<file path="src/rtl/ccsc_map.vh">
// Constants for the cache configuration shift chain.
// Assumes inclusion by bare name from the design files.
`ifndef CCSC_MAP_VH
`define CCSC_MAP_VH
`define CCSC_CHAIN_W 36
`define CCSC_PORT_W 6
`define CCSC_LOADS 3'h6
`define CCSC_CHAIN_RST 36'h000000000
`define CCSC_POS_EN0 0
`define CCSC_POS_INIT0 1
`define CCSC_POS_SIZE0 2
`define CCSC_POS_EN1 6
`define CCSC_POS_EN2 7
`define CCSC_POS_SIZER0 8
`define CCSC_POS_EN3 12
`define CCSC_POS_EN4 13
`define CCSC_POS_EN5 14
`define CCSC_POS_FLW1 15
`define CCSC_POS_EVICT 16
`define CCSC_POS_EN6 17
`define CCSC_POS_FLW0 18
`define CCSC_POS_EN7 19
`define CCSC_POS_EN8 20
`define CCSC_POS_EN9 21
`define CCSC_POS_SMA0 22
`define CCSC_POS_FLW0C 23
`define CCSC_POS_SMA1 24
`define CCSC_POS_BANK 26
`define CCSC_POS_SIZER1 27
`define CCSC_POS_INIT1 31
`define CCSC_POS_LSTATE 32
`endif

</file>
<file path="src/rtl/ccsc_cache_config_chain.v">
// Top of the cache configuration chain: data port, load counter, decoded fields.
// Assumes privileged firmware writes six groups per load and keeps copies consistent.
// Assumes inputs synchronous to mclk; the chain has no defined reset value and clears to zero.
`timescale 1ns/1ps
`include "ccsc_map.vh"
module ccsc_cache_config_chain (
  input wire mclk,
  input wire sys_rst,
  input wire chain_data_port_wr,
  input wire [5:0] chain_data_port,
  output reg [35:0] cache_config_chain_q,
  output reg l2_cache_enable_q,
  output reg init_mode_q,
  output reg [3:0] l2_size_code_q,
  output reg [1:0] full_line_write_ack_cfg_q,
  output reg evict_enable_q,
  output reg [2:0] set_modified_ack_q,
  output reg l2_bank_mode_q,
  output reg [3:0] init_line_state_q,
  output reg load_done_q,
  output reg copy_mismatch_q
);
  wire [35:0] chain_w;
  reg [2:0] cnt_q;
  reg [2:0] cnt_d;
  reg commit;
  reg [12:0] copy_err;
  wire fld_enable;
  wire fld_init;
  wire [3:0] fld_size;
  wire [1:0] fld_flw_ack;
  wire fld_evict;
  wire [2:0] fld_sm_ack;
  wire fld_bank;
  wire [3:0] fld_line_state;

  ccsc_shift_reg u_shift (
    .mclk(mclk),
    .sys_rst(sys_rst),
    .shift_en(chain_data_port_wr),
    .shift_in(chain_data_port),
    .chain_q(chain_w)
  );

  ////////////////////////////////////////////////////////////////////////////
  // Reverse a four-bit copy stored in [0:3] order.
  // Both reversed size copies go through here, so they are judged the same way.
  function [3:0] rev4;
    input [3:0] v;
    begin
      rev4 = {v[0], v[1], v[2], v[3]};
    end
  endfunction

  // An enable copy must follow the primary bit, or read zero while init mode masks it.
  // Nine copies share this test, so the init-mode exception lives in one place.
  function en_copy_bad;
    input copy;
    input en;
    input masked;
    begin
      en_copy_bad = masked ? copy : (copy != en);
    end
  endfunction

  ////////////////////////////////////////////////////////////////////////////
  // Primary copy of every field, picked out of the live chain.
  assign fld_enable = chain_w[`CCSC_POS_EN0];
  assign fld_init = chain_w[`CCSC_POS_INIT0];
  assign fld_size = chain_w[`CCSC_POS_SIZE0 +: 4];
  assign fld_flw_ack = {chain_w[`CCSC_POS_FLW1], chain_w[`CCSC_POS_FLW0]};
  assign fld_evict = chain_w[`CCSC_POS_EVICT];
  assign fld_sm_ack = {chain_w[`CCSC_POS_SMA1 +: 2], chain_w[`CCSC_POS_SMA0]};
  assign fld_bank = chain_w[`CCSC_POS_BANK];
  assign fld_line_state = chain_w[`CCSC_POS_LSTATE +: 4];

  ////////////////////////////////////////////////////////////////////////////
  // One flag per duplicated copy; a probe on copy_err shows which position is off.
  // Copies are checked rather than trusted, so a bad load is visible to debug.
  always @* begin
    copy_err = 13'h0;
    copy_err[0] = en_copy_bad(chain_w[`CCSC_POS_EN1], fld_enable, 1'b0);
    copy_err[1] = en_copy_bad(chain_w[`CCSC_POS_EN2], fld_enable, 1'b0);
    copy_err[2] = rev4(chain_w[`CCSC_POS_SIZER0 +: 4]) != fld_size;
    copy_err[3] = en_copy_bad(chain_w[`CCSC_POS_EN3], fld_enable, fld_init);
    copy_err[4] = en_copy_bad(chain_w[`CCSC_POS_EN4], fld_enable, fld_init);
    copy_err[5] = en_copy_bad(chain_w[`CCSC_POS_EN5], fld_enable, fld_init);
    copy_err[6] = en_copy_bad(chain_w[`CCSC_POS_EN6], fld_enable, 1'b0);
    copy_err[7] = en_copy_bad(chain_w[`CCSC_POS_EN7], fld_enable, 1'b0);
    copy_err[8] = en_copy_bad(chain_w[`CCSC_POS_EN8], fld_enable, 1'b0);
    copy_err[9] = en_copy_bad(chain_w[`CCSC_POS_EN9], fld_enable, 1'b0);
    copy_err[10] = chain_w[`CCSC_POS_FLW0C] != fld_flw_ack[0];
    copy_err[11] = rev4(chain_w[`CCSC_POS_SIZER1 +: 4]) != fld_size;
    copy_err[12] = chain_w[`CCSC_POS_INIT1] != fld_init;
  end

  ////////////////////////////////////////////////////////////////////////////
  // Sixth write of a load commits; partial loads leave outputs alone.
  // A stray write that breaks the count of six is only cleared by sys_rst.
  always @* begin
    cnt_d = cnt_q;
    commit = 1'b0;
    if (chain_data_port_wr) begin
      if (cnt_q == `CCSC_LOADS - 3'h1) begin
        cnt_d = 3'h0;
        commit = 1'b1;
      end else begin
        cnt_d = cnt_q + 3'h1;
      end
    end
  end

  always @(posedge mclk or posedge sys_rst) begin
    if (sys_rst) begin
      cnt_q <= 3'h0;
      load_done_q <= 1'b0;
    end else begin
      cnt_q <= cnt_d;
      load_done_q <= commit;
    end
  end

  ////////////////////////////////////////////////////////////////////////////
  // Every output but load_done_q is its own flip-flop and moves only on the edge after load_done_q.
  // Back-to-back loads are safe: a write on that edge has not yet reached chain_w.
  always @(posedge mclk or posedge sys_rst) begin
    if (sys_rst) begin
      cache_config_chain_q <= `CCSC_CHAIN_RST;
    end else if (load_done_q) begin
      cache_config_chain_q <= chain_w;
    end
  end

  ////////////////////////////////////////////////////////////////////////////
  // Decoded fields, each taken from its primary copy only.
  always @(posedge mclk or posedge sys_rst) begin
    if (sys_rst) begin
      l2_cache_enable_q <= 1'b0;
    end else if (load_done_q) begin
      l2_cache_enable_q <= fld_enable;
    end
  end

  always @(posedge mclk or posedge sys_rst) begin
    if (sys_rst) begin
      init_mode_q <= 1'b0;
    end else if (load_done_q) begin
      init_mode_q <= fld_init;
    end
  end

  always @(posedge mclk or posedge sys_rst) begin
    if (sys_rst) begin
      l2_size_code_q <= 4'h0;
    end else if (load_done_q) begin
      l2_size_code_q <= fld_size;
    end
  end

  always @(posedge mclk or posedge sys_rst) begin
    if (sys_rst) begin
      full_line_write_ack_cfg_q <= 2'h0;
    end else if (load_done_q) begin
      full_line_write_ack_cfg_q <= fld_flw_ack;
    end
  end

  always @(posedge mclk or posedge sys_rst) begin
    if (sys_rst) begin
      evict_enable_q <= 1'b0;
    end else if (load_done_q) begin
      evict_enable_q <= fld_evict;
    end
  end

  always @(posedge mclk or posedge sys_rst) begin
    if (sys_rst) begin
      set_modified_ack_q <= 3'h0;
    end else if (load_done_q) begin
      set_modified_ack_q <= fld_sm_ack;
    end
  end

  always @(posedge mclk or posedge sys_rst) begin
    if (sys_rst) begin
      l2_bank_mode_q <= 1'b0;
    end else if (load_done_q) begin
      l2_bank_mode_q <= fld_bank;
    end
  end

  always @(posedge mclk or posedge sys_rst) begin
    if (sys_rst) begin
      init_line_state_q <= 4'h0;
    end else if (load_done_q) begin
      init_line_state_q <= fld_line_state;
    end
  end

  ////////////////////////////////////////////////////////////////////////////
  // The diagnostic only reports; a bad image is still committed as loaded.
  // Holding back a bad load would leave the cache on a stale setup with no warning.
  always @(posedge mclk or posedge sys_rst) begin
    if (sys_rst) begin
      copy_mismatch_q <= 1'b0;
    end else if (load_done_q) begin
      copy_mismatch_q <= |copy_err;
    end
  end
endmodule

</file>
<file path="src/rtl/ccsc_shift_reg.v">
// Shift register holding the 36-bit chain image.
// Assumes one synchronous write strobe per six-bit group.
`timescale 1ns/1ps
`include "ccsc_map.vh"
module ccsc_shift_reg (
  input wire mclk,
  input wire sys_rst,
  input wire shift_en,
  input wire [5:0] shift_in,
  output reg [35:0] chain_q
);
  // Data enters at the bottom, so after six writes the first group sits in bits [35:30].
  always @(posedge mclk or posedge sys_rst) begin
    if (sys_rst) begin
      chain_q <= `CCSC_CHAIN_RST;
    end else if (shift_en) begin
      chain_q <= {chain_q[29:0], shift_in};
    end
  end
endmodule
</file>
<file path="config.mk">
export PLATFORM = sky130hd
export DESIGN_NAME = ccsc_cache_config_chain
export DESIGN_NICKNAME = d
export VERILOG_FILES = /design/src/rtl/ccsc_cache_config_chain.v /design/src/rtl/ccsc_shift_reg.v
export VERILOG_INCLUDE_DIRS = /design/src /design/src/rtl
export SDC_FILE = /design/constraint.sdc
export NUM_CORES = 1
export LEC_CHECK = 0
export BUFFER_PORTS_ARGS = -buffer_cell sky130_fd_sc_hd__clkbuf_2
export CAP_MARGIN = 20
export CORE_ASPECT_RATIO = 0.5
export CORE_MARGIN = 8
export CORE_UTILIZATION = 54
export DETAILED_ROUTE_END_ITERATION = 12
export PLACE_DENSITY = 0.88
export SLEW_MARGIN = 20
export SYNTH_ARGS = -nofsm -noshare
export SYNTH_HDL_FRONTEND = slang
export SYNTH_SLANG_ARGS = --single-unit
</file>
<file path="constraint.sdc">
create_clock -name mclk -period 3.1 [get_ports mclk]
set_input_delay 0.62 -clock mclk [delete_from_list [all_inputs] [get_ports mclk]]
set_output_delay 0.62 -clock mclk [all_outputs]
set_load 0.02 [all_outputs]
</file>
## After elaboration in Yosys (flattened, before gate mapping)

Index checks and enable logic that the tools add are counted.

| storage, ports and cells | value |
|---|---|
| output and inout bits | 55 |
| word-level logic and storage cells | 35 |
| bits of input ports | 9 |
| flip-flop bits (word level) | 94 |

| operators by class | value |
|---|---|
| mux-type cells | 6 |
| eq/ne operators | 14 |
| reduce and logical (&&, ||, !) cells | 1 |
| $add $sub $neg | 1 |

Operator list:

| kind | number |
|---|---|
| 13-bit OR reduction | 1 |
| 1-bit inequality test | 11 |
| 4-bit inequality test | 2 |
| 1-bit two-way mux | 5 |
| 3-bit by 1-bit adder with 3-bit output (second input constant) | 1 |
| 3-bit equality test (second input constant) | 1 |
| 3-bit two-way mux | 1 |

## Depth between registers and ports, before layout

| depth | value |
|---|---|
| depth after elaboration | 3 |
| gate-level depth with buffers | 4 |
| mapped depth without buffers | 4 |

## Modules after synthesis

A second synthesis with hierarchy kept.

| unflattened totals | value |
|---|---|
| cell total of the unflattened synthesis | 210 |
| area total of the unflattened synthesis | 3306.9 µm² |

By module, submodules not included:

| module | area each (µm²) | times used | seq. area each (µm²) | cells an instance |
|---|---|---|---|---|
| ccsc_cache_config_chain | 1813.0 | 1 | 1026.0 | 133 |
| ccsc_shift_reg | 1493.9 | 1 | 900.9 | 77 |

## Worst setup path before layout

OpenSTA, ideal clock, no wires.

| path | value |
|---|---|
| path kind | input to register |
| start point | input port chain_data_port_wr |
| end point | register u_shift.chain_q[6] |
| stages | 3 |
| arrival time | 1.368 ns |
| setup slack | 1.608 ns |
| path buffers | 2 |
| data required time | 2.975 ns |
| cell sequence | buf_2 buf_2 mux2_2 |

RTL lines:

| what | line | text |
|---|---|---|
| start: declaration | ccsc_cache_config_chain.v:9 | `input wire chain_data_port_wr,` |
| end signal: assignment | ccsc_shift_reg.v:15 | `` chain_q <= `CCSC_CHAIN_RST; `` |
| end signal: assignment | ccsc_shift_reg.v:17 | `chain_q <= {chain_q[29:0], shift_in};` |
| end: declaration | ccsc_shift_reg.v:10 | `output reg [35:0] chain_q` |

No word-level cell between the ends.

==> reports/metrics.cfg <==
[run_status]
status = finished clean

[clocking]
path_clk_slew_ps = 50
cts_tree = yes
clock_sinks = 77
cts_resized = 0
cts_buffers = 9
post_cts_buffers = 0
hold_buffers = 0
clockRootBuffer = clkbuf_16
htreeDepth = 3
clock_latency_ps = 330
cts_buffer_depth = 2

[flow_run]
cap_violations = 0

[global_route]
grt_pass1_wl_um = 11000
antenna_found_initial = 0
track_usage_pct = 16.8
grt_pass1_vias = 1969
grt-ovfl-total = 0
grt_max_degree = 40

[synth]
ys_ff_latch = 77
synth_fp_nets = 218
syn_avg_cell_area_sq_um = 15.0
syn_area_sq_um = 3130
netlist_instances = 209
yosysUniqueCellTypes = 30
yosysWarnings = 0
seq_area_frac_synth_pct = 61.6

[finish]
drive_gt1_share_pct = 49.2
syn_to_final_growth_pct = 19.0
antenna_cells = 0
final_cell_mix = dfrtp_1, clkbuf_2, mux2_2
final_common_cell = dfrtp_1
nets = 270
design_area_sq_um = 3720
final_cells = 339

[timing]
fin_setup_tns_ps = 0
rsz0062_at_grt = no
fin_ws_ps = 1150
worst_hold_slack_ps = 323
hold_viol_final = 0
drv_slew = 0
fin_crit_sh_pct = 62.9
tightest_slew_ps = 955
fmax_ghz = 0.513
fin_crit_ps = 1950
setup_viol = 0
fin_skew_ps = 3.34
slew-limit-headroom_pct = 36.3

[detailed_routing]
via_per_inst = 5.48
ant_nets = 0
firstDrtPassIters = 6
dr.first_iter.drc_count = 168
drc = 0
wl_per_cell_um = 20.3
num_vias = 1857
drt-total-wl_um = 6870

[placed_design]
dp_slack_ps = 1130
port_buffers = 63
dpl-instance-area_sq_um = 3380
post-dp-hpwl_um = 4300
place.gp.congestion = 0.755
dpl.cell_count = 323

[critical_path]
critPathLaunchType = flip-flop
path_class = flip-flop to flip-flop
r2r-end = copy_mismatch_q
required_ps = 3290
cp_data_arrival_time_ps = 2140
crit_path_end_kind = flip-flop
rr_startpoint = load_done_q
cpMaxStageDelayCell = dfrtp_1
r2r_cells = 4
r2r_slack_ps = 1150
cp_max_fo = 27
max_stage_delay_ps = 690
cp_cell_sequence = buf_4 > o2111ai_1 > a211oi_1 > a31oi_1

[power_and_ir_drop]
ir_drop_v = 0.000692
power_leakage_nw = 1.75
powerDensity_nw_per_um2 = 1120

[floorplanning]
initial_core_util_pct = 56.4
io_pins = 64
die-area_sq_um = 8630
die_y_um = 69.8
core_sq_um = 5540
rows = 19
die_w_um = 124

[hold_path]
worstHoldPathType = input port to async pin

==> per-layer routing <==
metal	track usage (%)	part of all wire [%]	vias to the layer above
met5	0	0	-
met4	5.17	0.83	0
met3	5.04	5.2	7
met2	28.7	53	51
met1	19.6	41	969
li1	-	-	830
==> where the power goes <==
group	internal [mW]	total, mW	switching, mW
combinational	0.517	1.29	0.775
clock	0.807	1.20	0.388
sequential	1.36	1.66	0.300
total	2.69	4.15	1.46
==> cell type report <==
class	instances	area (sq um)
Tap cell	73	91.3
Inverter	2	8.76
Clock inverter	4	95.1
Timing Repair Buffer	66	338
Sequential cell	77	1930
Fill cell	349	1820
Clock buffer	12	246
Multi-Input combinational cell	105	1010
==> critical path, delay by kind of cell, from the launching register on <==
kind / cells / cell delay [ps]
flops: 1 / 690
buf+inv: 1 / 450
compound gates: 3 / 670
==> synth_stat cells (all sizes together) <==
cell type	instances	area, sq um
and4	1	8.76
a21oi	2	10.0
a211oi	1	7.51
buf	25	178
nand3	4	20.0
a31oi	1	6.26
nand4	1	6.26
nor2b	1	6.26
nor2	1	3.75
inv	2	7.51
mux2i	1	10.0
xor2	1	8.76
dfrtp	77	1930
mux2	71	800
nor3	2	10.0
a222oi	1	10.0
o21ai	2	10.0
nor3b	1	7.51
nor4	1	6.26
a21o	1	7.51
o2111ai	1	8.76
nand2	3	11.3
nand2b	1	6.26
or4	1	7.51
xnor2	2	17.5
or3	4	25.0
==> kinds of logic after synthesis <==
logic type,share of synthesized area (%)
muxes,25.9
xor gates and xnor gates,0.840
buffers and inverters,5.92
AOI/OAI and AO/OA,1.92
and+or+nand+nor,3.80
DFF,61.6
==> flip-flops by register name, summed over array words and instances (netlist names) <==
signal	count
copy_mismatch_q	1
cache_config_chain_q	36
u_shift.chain_q	36
cnt_q	3
load_done_q	1
==> stage by stage <==
step	power [mW]	utilization [%]
after CTS	4.19	67.2
after floorplan	2.58	-
final	4.15	67.2
after global placement	2.88	61.0
after detailed placement	2.95	61.0
after global routing	4.34	67.2
==> worst max-delay path by stage <==
stage / from / endpoint / slack (ps) / cells after the start
floorplan: sys_rst / cache_config_chain_q[0] / 510 / 1
global placement: chain_data_port_wr / cnt_q[1] / 1180 / 4
detailed placement: chain_data_port_wr / cnt_q[1] / 1130 / 4
CTS: load_done_q / copy_mismatch_q / 1160 / 4
global route: load_done_q / copy_mismatch_q / 1050 / 4
finish: load_done_q / copy_mismatch_q / 1150 / 4
Power figures use the tool's default switching activity.
